===== src/verilog/rcf_pkg.sv =====
// rcf_pkg: shared constants for the reset-cause flag block
package rcf_pkg;

   // register bus geometry
   localparam int ADDR_W = 12;
   localparam int DATA_W = 32;
   localparam int CAUSE_W = 16;

   // register byte offsets
   localparam logic [11:0] OFS_CAUSE = 12'h000;
   localparam logic [11:0] OFS_CTRL = 12'h004;
   localparam logic [11:0] OFS_IRQ_STAT = 12'h008;
   localparam logic [11:0] OFS_IRQ_MASK = 12'h00C;

   // reset_cause_register field positions
   localparam int BIT_TRAP = 15;
   localparam int BIT_ILLOP = 14;
   localparam int BIT_CFGMM = 9;
   localparam int BIT_EXTPIN = 7;
   localparam int BIT_SOFT = 6;
   localparam int BIT_WDT = 4;
   localparam int BIT_SLEEP = 3;
   localparam int BIT_IDLE = 2;
   localparam int BIT_BROWN = 1;
   localparam int BIT_POWERON = 0;

   // control register field positions
   localparam int BIT_WDT_SOFT_EN = 0;

   // reset values and implemented-bit mask
   localparam logic [15:0] CAUSE_RESET = 16'h0003;
   localparam logic [15:0] CAUSE_IMPL = 16'hC2DF;
   localparam logic CTRL_RESET = 1'b0;
   localparam logic [15:0] MASK_RESET = 16'h0000;
   localparam logic [15:0] STAT_RESET = 16'h0000;

   // unprogrammed watchdog configuration value
   localparam logic [1:0] WDT_CFG_UNPROG = 2'h3;

endpackage


===== src/verilog/rcf_irq_bank.sv =====
// rcf_irq_bank: sticky interrupt status with write-one-to-clear and mask
module rcf_irq_bank #(
   parameter int WIDTH = 16
) (
   // clock and reset
   input wire logic clk,
   input wire logic rst_n,
   input wire logic clk_en,
   // events and software access
   input wire logic [WIDTH-1:0] set_vec,
   input wire logic clr_we,
   input wire logic [WIDTH-1:0] clr_vec,
   input wire logic mask_we,
   input wire logic [WIDTH-1:0] mask_wdata,
   // state and interrupt
   output logic [WIDTH-1:0] status_q,
   output logic [WIDTH-1:0] mask_q,
   output logic irq
);

   // sticky status: a new event in the clearing cycle survives the clear
   always_ff @(posedge clk or negedge rst_n) begin
      if (!rst_n) begin
         status_q <= rcf_pkg::STAT_RESET;
      end else if (clk_en) begin
         if (clr_we) begin
            status_q <= (status_q & ~clr_vec) | set_vec;
         end else begin
            status_q <= status_q | set_vec;
         end
      end
   end

   // mask register, one enable per status bit
   always_ff @(posedge clk or negedge rst_n) begin
      if (!rst_n) begin
         mask_q <= rcf_pkg::MASK_RESET;
      end else if (clk_en && mask_we) begin
         mask_q <= mask_wdata;
      end
   end

   // level interrupt while any enabled status bit is set
   assign irq = |(status_q & mask_q);

endmodule


===== src/verilog/rcf_reset_cause.sv =====
// rcf_reset_cause: reset-cause flag register with APB slave and interrupt
//
// Functional notes
// - trap conflict sets bit 15, POR/software clear
// - illegal opcode/uninit W sets bit 14
// - configuration mismatch sets bit 9
// - master clear pin reset sets bit 7
// - reset instruction sets bit 6
// - watchdog expiry sets bit 4; power-save clears
// - sleep entry sets bit 3
// - idle entry sets bit 2
// - brown-out and POR set bit 1
// - POR sets bit 0; only software clears
// - software writes any flag, never resets
// - config field 11 forces watchdog running
//
// The implementer's own choices: the APB register port and the address map.
module rcf_reset_cause #(
   parameter int ADDR_W = rcf_pkg::ADDR_W
) (
   // clock, power-on reset, clock enable
   input wire logic pclk,
   input wire logic presetn,
   input wire logic clk_en,
   // apb slave
   input wire logic psel,
   input wire logic penable,
   input wire logic pwrite,
   input wire logic [ADDR_W-1:0] paddr,
   input wire logic [31:0] pwdata,
   input wire logic [3:0] pstrb,
   output logic [31:0] prdata,
   output logic pready,
   output logic pslverr,
   // reset and wake events, one-cycle pulses
   input wire logic trap_conflict_evt,
   input wire logic illegal_op_evt,
   input wire logic config_mismatch_evt,
   input wire logic master_clear_pin_evt,
   input wire logic soft_reset_evt,
   input wire logic watchdog_expire_evt,
   input wire logic power_save_instruction,
   input wire logic sleep_entry_evt,
   input wire logic idle_entry_evt,
   input wire logic brownout_evt,
   // watchdog enable
   input wire logic [1:0] watchdog_config_field,
   output logic watchdog_run,
   // flags and interrupt
   output logic [15:0] reset_cause_register,
   output logic irq
);

   logic [15:0] cause_q;
   logic [15:0] cause_d;
   logic [15:0] set_vec;
   logic ctrl_q;
   logic rvalid_q;
   logic [31:0] rdata_d;
   logic [15:0] irq_stat;
   logic [15:0] irq_mask;
   logic xfer;
   logic wr_xfer;
   logic wr_cause;
   logic wr_ctrl;
   logic wr_stat;
   logic wr_mask;
   logic hit_any;
   logic [15:0] wdata16;

   // address match on the word offset; used by decode and read mux
   function automatic logic addr_hit(input logic [ADDR_W-1:0] a,
                                     input logic [11:0] ofs);
      addr_hit = (a[ADDR_W-1:2] == ofs[ADDR_W-1:2]);
   endfunction

   // apb handshake: writes finish at once, reads wait for captured data
   assign hit_any = addr_hit(paddr, rcf_pkg::OFS_CAUSE) ||
                    addr_hit(paddr, rcf_pkg::OFS_CTRL) ||
                    addr_hit(paddr, rcf_pkg::OFS_IRQ_STAT) ||
                    addr_hit(paddr, rcf_pkg::OFS_IRQ_MASK);
   assign pready = clk_en && (pwrite || rvalid_q);
   assign pslverr = psel && penable && pready && !hit_any;
   assign xfer = psel && penable && pready;
   assign wr_xfer = xfer && pwrite && hit_any;

   // lower two byte lanes carry the 16-bit registers; others are ignored
   assign wdata16 = {pstrb[1] ? pwdata[15:8] : 8'h00,
                     pstrb[0] ? pwdata[7:0] : 8'h00};
   assign wr_cause = wr_xfer && addr_hit(paddr, rcf_pkg::OFS_CAUSE);
   assign wr_ctrl = wr_xfer && addr_hit(paddr, rcf_pkg::OFS_CTRL);
   assign wr_stat = wr_xfer && addr_hit(paddr, rcf_pkg::OFS_IRQ_STAT);
   assign wr_mask = wr_xfer && addr_hit(paddr, rcf_pkg::OFS_IRQ_MASK);

   // hardware set events gathered into the flag layout
   always_comb begin
      set_vec = 16'h0000;
      set_vec[rcf_pkg::BIT_TRAP] = trap_conflict_evt;
      set_vec[rcf_pkg::BIT_ILLOP] = illegal_op_evt;
      set_vec[rcf_pkg::BIT_CFGMM] = config_mismatch_evt;
      set_vec[rcf_pkg::BIT_EXTPIN] = master_clear_pin_evt;
      set_vec[rcf_pkg::BIT_SOFT] = soft_reset_evt;
      set_vec[rcf_pkg::BIT_WDT] = watchdog_expire_evt;
      set_vec[rcf_pkg::BIT_SLEEP] = sleep_entry_evt;
      set_vec[rcf_pkg::BIT_IDLE] = idle_entry_evt;
      set_vec[rcf_pkg::BIT_BROWN] = brownout_evt;
   end

   // next flag value: write, then power-save clear, then set wins over both
   always_comb begin
      cause_d = cause_q;
      if (wr_cause) begin
         cause_d = wdata16 & rcf_pkg::CAUSE_IMPL;
      end
      if (power_save_instruction) begin
         cause_d[rcf_pkg::BIT_WDT] = 1'b0;
      end
      cause_d = cause_d | set_vec;
   end

   // flags: only the power-on reset (presetn) returns them to reset value;
   // other resets arrive as events and never clear anything
   always_ff @(posedge pclk or negedge presetn) begin
      if (!presetn) begin
         cause_q <= rcf_pkg::CAUSE_RESET;
      end else if (clk_en) begin
         cause_q <= cause_d;
      end
   end
   assign reset_cause_register = cause_q;

   // software watchdog enable
   always_ff @(posedge pclk or negedge presetn) begin
      if (!presetn) begin
         ctrl_q <= rcf_pkg::CTRL_RESET;
      end else if (clk_en && wr_ctrl) begin
         ctrl_q <= wdata16[rcf_pkg::BIT_WDT_SOFT_EN];
      end
   end

   // unprogrammed configuration overrides the software bit
   assign watchdog_run = (watchdog_config_field == rcf_pkg::WDT_CFG_UNPROG)
                         || ctrl_q;

   // read mux; unmapped offsets read as zero
   always_comb begin
      rdata_d = 32'h00000000;
      if (addr_hit(paddr, rcf_pkg::OFS_CAUSE)) begin
         rdata_d = {16'h0000, cause_q};
      end else if (addr_hit(paddr, rcf_pkg::OFS_CTRL)) begin
         rdata_d = {31'h00000000, ctrl_q};
      end else if (addr_hit(paddr, rcf_pkg::OFS_IRQ_STAT)) begin
         rdata_d = {16'h0000, irq_stat};
      end else if (addr_hit(paddr, rcf_pkg::OFS_IRQ_MASK)) begin
         rdata_d = {16'h0000, irq_mask};
      end
   end

   // read data captured once per transfer, so prdata comes from a flop;
   // costs one cycle when the setup cycle saw the clock enable low
   always_ff @(posedge pclk or negedge presetn) begin
      if (!presetn) begin
         rvalid_q <= 1'b0;
         prdata <= 32'h00000000;
      end else if (clk_en) begin
         if (xfer) begin
            rvalid_q <= 1'b0;
         end else if (psel && !pwrite && !rvalid_q) begin
            rvalid_q <= 1'b1;
            prdata <= rdata_d;
         end
      end
   end

   // interrupt status mirrors each hardware flag event
   rcf_irq_bank #(
      .WIDTH(16)
   ) u_irq (
      .clk(pclk),
      .rst_n(presetn),
      .clk_en(clk_en),
      .set_vec(set_vec),
      .clr_we(wr_stat),
      .clr_vec(wdata16),
      .mask_we(wr_mask),
      .mask_wdata(wdata16 & rcf_pkg::CAUSE_IMPL),
      .status_q(irq_stat),
      .mask_q(irq_mask),
      .irq(irq)
   );
endmodule


===== config.mk =====
export PLATFORM = sky130hd
export DESIGN_NAME = rcf_reset_cause
export DESIGN_NICKNAME = d
export VERILOG_FILES = /design/src/verilog/rcf_pkg.sv /design/src/verilog/rcf_irq_bank.sv /design/src/verilog/rcf_reset_cause.sv
export SDC_FILE = /design/constraint.sdc
export NUM_CORES = 1
export LEC_CHECK = 0
export BUFFER_PORTS_ARGS = -buffer_cell sky130_fd_sc_hd__clkbuf_2
export CAP_MARGIN = 10
export CORE_ASPECT_RATIO = 0.9
export CORE_UTILIZATION = 35
export DETAILED_ROUTE_END_ITERATION = 16
export GPL_ROUTABILITY_DRIVEN = 1
export PLACE_DENSITY = 0.7
export SETUP_SLACK_MARGIN = 0.15
export SLEW_MARGIN = 20
export SYNTH_ARGS = -nofsm -noshare
export SYNTH_HDL_FRONTEND = slang
export SYNTH_SLANG_ARGS = --single-unit

===== constraint.sdc =====
create_clock -name pclk -period 1.75 [get_ports pclk]
set_input_delay 0.0875 -clock pclk [delete_from_list [all_inputs] [get_ports pclk]]
set_output_delay 0.0875 -clock pclk [all_outputs]
set_load 0.02 [all_outputs]

==> results of run 1 <==
layout make-up:
cell class                 instances  area share [%]
clock buffer                       7           2.449
sequential                        54           38.41
tap                               96           3.408
inverter                           7          0.7455
multi-input combinational        175           37.24
clock inverter                     1          0.8520
timing repair buffer              97           16.90
synthesized netlist by cell type, types with 3 or more instances:
library cell / number / area [um2]
buf_4: 23 / 172.7
nand2_1: 17 / 63.81
o31ai_2: 6 / 75.07
o2bb2ai_1: 9 / 78.83
buf_6: 5 / 56.30
nor2_1: 3 / 11.26
inv_1: 7 / 26.28
a21oi_1: 24 / 120.1
a22oi_1: 3 / 22.52
mux2_4: 11 / 165.2
a22o_1: 11 / 96.34
dfrtp_1: 52 / 1301
clkbuf_1: 9 / 33.78
and2_1: 11 / 68.82
mux2i_1: 18 / 180.2
a31oi_1: 16 / 100.1
cells by family after synthesis:
logic type,Yosys count
flops,54
simple gates,47
compound gates,74
mux,32
buf+inv,45
other cells,1
state kept, by name (all words and copies together) (netlist names):
| register | cells |
|---|---|
| rvalid_q | 1 |
| u_irq.mask_q | 10 |
| reset_cause_register | 10 |
| ctrl_q | 1 |
| prdata | 16 |
| u_irq.status_q | 16 |
power by group:
part	leakage, uW	switching [uW]	total (uW)	internal (uW)
registers	0.000627	8.17	1260	1260
clock network	0.0000585	383	850	467
logic	0.000976	192	298	105
worst min path at each step:
stage | start | endpoint | slack [ns] | cells after the start
5_1_grt | idle_entry_evt | u_irq.status_q[2] | 0.08 | 3
3_5_place_dp | presetn | prdata[13] | 0.12 | 2
2_1_floorplan | presetn | ctrl_q | -0.21 | 0
6_report | watchdog_expire_evt | u_irq.status_q[4] | 0.06 | 3
3_3_place_gp | presetn | prdata[11] | 0.11 | 2
4_1_cts | watchdog_expire_evt | u_irq.status_q[4] | 0.06 | 3
cells in the final DEF (no fill, tap or decap), drive strengths merged, types with 2 or more instances in the layout:
master,n
clkbuf,81
dfrtp,52
a21oi,24
conb,22
mux2i,18
nand2,17
a31oi,16
buf,16
mux2,13
a22o,11
and2,11
o2bb2ai,9
inv,7
dlygate4sd3,7
o31ai,6
nor2,3
a22oi,3
or4,2
nand4,2
nand2b,2
o21ai,2
dfstp,2
nor3,2
nor4b,2
nor4,2
layer usage:
metal  vias to the layer above  share of wire (%)
met1                      1048                 45
met2                        63                 48
met4                         0                2.2
met3                        10                5.1
met5                         -                  0
li1                       1057                  -
metrics by stage:
| step | setup slack, ns | power (uW) | area [um2] | util [%] |
|---|---|---|---|---|
| floorplan | 0.1127 | 1478 | 2957 | - |
| global placement | 0.03462 | 1569 | 3324 | 42.99 |
| detailed placement | 0.01828 | 1575 | 3324 | 42.99 |
| CTS | 0.1813 | 2435 | 3517 | 45.49 |
| global route | 0.1592 | 2516 | 3525 | 45.58 |
| finish | 0.2216 | 2412 | 3525 | 45.58 |
worst reg2reg max path, delay by kind of cell (launching register included):
family / cells / cell delay [ns]
AOI/OAI and AO/OA: 1 / 0.26
buffers and inverters: 1 / 0.27
and+or+nand+nor: 1 / 0.25
DFF: 1 / 0.41
timing repair:
item / in CTS / in global routing
gates resized for setup: 1 / 1
setup buffers: 0 / 1
endpoints found under the hold margin: 58 / 0
hold buffers: 7 / 0
endpoints found under the setup margin: 1 / 1
==> metrics, run 1 <==
outcome finished, final reports clean; Via Count 2,178; post-synthesis compound-gate area fraction 18.35%; R2R setup slack 0.46 ns; GPL Wtd Cong 0.7782; Worst Reg-to-Reg Cells 3; Die Height 87.91 um; Clock transition at path regs 0.10 ns; Primary FF master, synth dfrtp_1; CP Cell Sequence a22o_1, a221oi_2, nand4_1, buf_2; CTS tree built; Synth async-reset ratio 100.0%; Seq/Total Area, Yosys 47.17%; largest net degree at the start of global routing 55; netlist area before placement 0.002870 mm2; area occupied by multi-input gates 0.001313 mm2; Initial Util 37.12%; CP Capture Point irq; slowest stage delay, CP 0.41 ns; Final Skew 0.007585 ns; Num CTS Buffers 5; # IOs 118; maxcap violations 0; Final Hold Viols 0; setup tns final 0 ns; Setup Crit Path Kind register to primary output; fmax 654.3 MHz; width of the chip 97.46 um; worst flop-to-flop path startpoint rvalid_q; fraction of synthesized area in multiplexers 13.60%; Leak 0.001662 uW; smallest hold slack 0.06381 ns; maximum resistive drop on vdd 414.4 uV; critical path endpoint category primary output; drt total wl 6619 um; Worst Setup SP u_irq.status_q[6]; share of cells above drive strength 1 37.24%; unrepaired setup endpoints after global routing false; Root Buffer clkbuf_8; crit-path max FO 3; pwr/cell area 684.4 mW/mm2; worst path bufs/invs 1; vias in the first global route 2,125; placed insts 421; Post-synth EDFFs 0; H-Tree Depth 2; Synthesis Warnings 0; CP Launch Type register; # DRC 0; Skew-Pair Late Insertion Delay 0.29 ns; core area 0.007732 mm2; largest family of logic cells by synthesized area compound AO/OA/AOI/OAI gates; # fillers 743; final-report setup violation count 0; global-route usage over all layers 15.65%; DR pass1 iterations 4; initial antenna violation count 0; fin crit period 1.528 ns; vias per cell 4.984; post-synthesis xor/xnor area fraction 0%; Routed Antenna Nets 0; Critical Path Stages 4; Most Crowded Layer GR met2; Synth Register Bits 54; non-filler cells, final 437; final period utilization 87.34%; Reg area 0.001354 mm2; M2 GR Usage 26.51%; Simple-Gate Fraction of Synth Area 10.55%; DRT iter0 DRCs 69; r2r endpoint prdata[1]; worst hold-check path type input pin to register; CP required 1.66 ns; CP delay by family, top compound AO/OA/AOI/OAI gates; input/output buffers 75; clock sinks 54; post-synth cell types 39; post-DP HPWL 4894 um; Post-Syn Area per Cell 11.34 um2; CTS Buffer Depth 2; met3 usage 3.113%; first-pass GRT wire length 10,690 um; nets 406; Cell Rows 30; drt wl/cell 15.15 um; grt ovf 0; Synth Area in Adders 0%; area delta synth->final 22.80%; Crit-path slowest cell dfrtp_1; die area 0.008567 mm2; max-slew violation count 0; met1 usage in global routing 20.56%; Cells after Synth 253; ANT cells 0; crit path DAT 1.44 ns
No activity file was read; power rests on OpenSTA's default activity.
==> run 2, diff against run 1 <==
--- a/config.mk
+++ b/config.mk
@@ -11,7 +11,6 @@
 export CORE_UTILIZATION = 35
 export DETAILED_ROUTE_END_ITERATION = 16
 export GPL_ROUTABILITY_DRIVEN = 1
-export PLACE_DENSITY = 0.7
 export SETUP_SLACK_MARGIN = 0.15
 export SLEW_MARGIN = 20
 export SYNTH_ARGS = -nofsm -noshare
==> metrics, run 2 (synthesis results as in run 1) <==
CP required 1.66 ns (about the same); Most Crowded Layer GR met2 (unchanged); Initial Util 37.12% (unchanged); Routed Antenna Nets 0 (unchanged); Clock transition at path regs 0.09 ns (was 0.10 ns); Cell Rows 30 (unchanged); vias per cell 5.000 (was 4.984); DP Worst Slack -0.04735 ns (was 0.01828 ns); global-route usage over all layers 16.60% (was 15.65%); Root Buffer clkbuf_8 (unchanged); Via Count 2,190 (was 2,178); Skew-Pair Late Insertion Delay 0.30 ns (was 0.29 ns); Crit-path slowest cell dfrtp_1 (unchanged); # IOs 118 (unchanged); maximum resistive drop on vdd 303.9 uV (was 414.4 uV); met3 usage 3.192% (was 3.113%); Leak 0.001646 uW (was 0.001662 uW); # fillers 751 (was 743); CTS Buffer Depth 2 (unchanged); CTS tree built (unchanged); Final Hold Viols 0 (unchanged); nets 407 (was 406); placed insts 422 (was 421); fin crit period 1.546 ns (was 1.528 ns); Reg area 0.001354 mm2 (unchanged); CP Launch Type register (unchanged); CP Cell Sequence a22o_1, a221oi_2, nand4_1, buf_2 (unchanged); area delta synth->final 21.36% (was 22.80%); GPL Wtd Cong 0.7628 (was 0.7782); DRT iter0 DRCs 84 (was 69); Die Height 87.91 um (unchanged); initial antenna violation count 0 (unchanged); drt wl/cell 15.57 um (was 15.15 um); total power 2244 uW (was 2412 uW); Final Skew 0.005529 ns (was 0.007585 ns); # DRC 0 (unchanged); drt total wl 6819 um (was 6619 um); M2 GR Usage 26.57% (was 26.51%); worst hold-check path type input pin to register (unchanged); H-Tree Depth 2 (unchanged); vias in the first global route 2,165 (was 2,125); clock sinks 54 (unchanged); area occupied by multi-input gates 0.001313 mm2 (unchanged); Setup Crit Path Kind register to primary output (unchanged); width of the chip 97.46 um (unchanged); core area 0.007732 mm2 (unchanged); crit-path max FO 3 (unchanged); final-report setup violation count 0 (unchanged); pwr/cell area 644.3 mW/mm2 (was 684.4 mW/mm2); largest net degree at the start of global routing 55 (unchanged); grt ovf 0 (unchanged); crit path DAT 1.46 ns (was 1.44 ns); maxcap violations 0 (unchanged); outcome finished, final reports clean (unchanged); max-slew violation count 0 (unchanged); input/output buffers 75 (unchanged); unrepaired setup endpoints after global routing true (was false); non-filler cells, final 438 (was 437); fmax 646.6 MHz (was 654.3 MHz); slowest stage delay, CP 0.41 ns (about the same); DR pass1 iterations 4 (unchanged); post-DP HPWL 4963 um (was 4894 um); most frequent cells in the layout 74 x clkbuf_2, 52 x dfrtp_1, 24 x a21oi_1, 22 x conb_1, 18 x mux2i_1 (unchanged); biggest regs prdata x16, u_irq.status_q x16 (unchanged); critical path endpoint category primary output (unchanged); die area 0.008567 mm2 (unchanged); most common cell after layout, fill and taps aside clkbuf_2 (unchanged); Num CTS Buffers 5 (unchanged); first-pass GRT wire length 11,090 um (was 10,690 um); ANT cells 0 (unchanged); final period utilization 88.37% (was 87.34%); final worst slack 0.2035 ns (was 0.2216 ns); met1 usage in global routing 23.08% (was 20.56%); share of cells above drive strength 1 36.84% (was 37.24%)
## run 2: cell types whose count changed in the layout (fill, tap and decap cells not counted), sizes merged
cell / delta
buf: +1
bufinv: -1
clkbuf: +1
## run 2: repair_timing
| action | CTS | global route |
|---|---|---|
| hold buffers | 7 | 0 |
| setup buffers | 0 | 1 |
| hold endpoints to repair | 58 | 0 |
| pin swaps | 0 | 0 |
| endpoints found under the setup margin | 1 | 1 |
| gates resized for setup | 1 | 1 |
## run 2: layer usage
| metal | part of all wire [%] | vias up | routed length [um] |
|---|---|---|---|
| met5 | 0 | - | 0 |
| met4 | 0.85 | 0 | 58 |
| met3 | 5.0 | 5 | 338 |
| met2 | 47 | 69 | 3232 |
| met1 | 47 | 1059 | 3189 |
| li1 | - | 1057 | - |
## run 2: per-stage QoR
step	util (%)	area (um2)	setup TNS [ns]	hold WS [ns]
2_1_floorplan	-	2957	0	-0.2081
3_3_place_gp	42.93	3319	-0.4423	0.1148
3_5_place_dp	42.93	3319	-0.3797	0.1164
4_1_cts	44.95	3476	0	0.03693
5_1_grt	45.05	3483	0	0.04525
6_report	45.05	3483	0	0.04988
## run 2: area by class of cell
class | count | share of cell area (%)
clock buffer | 8 | 2.299
inverter | 7 | 0.7543
tap | 96 | 3.448
timing repair buffer | 98 | 16.95
sequential | 54 | 38.86
multi-input combinational | 175 | 37.68
## run 2: critical path, delay by kind of cell (launching register included)
family,cells,cell delay [ns]
AOI/OAI and AO/OA,2,0.41
buffers and inverters,1,0.19
DFF,1,0.41
and+or+nand+nor,1,0.15
## run 2: report_power, final
part | switching, uW | total, uW | internal, uW | leakage, uW
registers | 7.12 | 1260 | 1260 | 0.000627
logic | 194 | 300 | 105 | 0.000979
clock network | 396 | 681 | 286 | 0.0000395
## run 2: path summary, 6_finish.rpt
check / startpoint / endpoint / slack [ns] / depth (start not counted)
setup / recovery: u_irq.status_q[6] / irq / 0.20 / 4
hold / removal: watchdog_expire_evt / u_irq.status_q[4] / 0.05 / 3
setup reg to reg: rvalid_q / prdata[4] / 0.46 / 3
hold reg to reg: prdata[13] / prdata[13] / 0.49 / 2
max in group asynchronous: presetn / reset_cause_register[0] / 1.14 / 3
min in group asynchronous: presetn / prdata[11] / 0.30 / 3
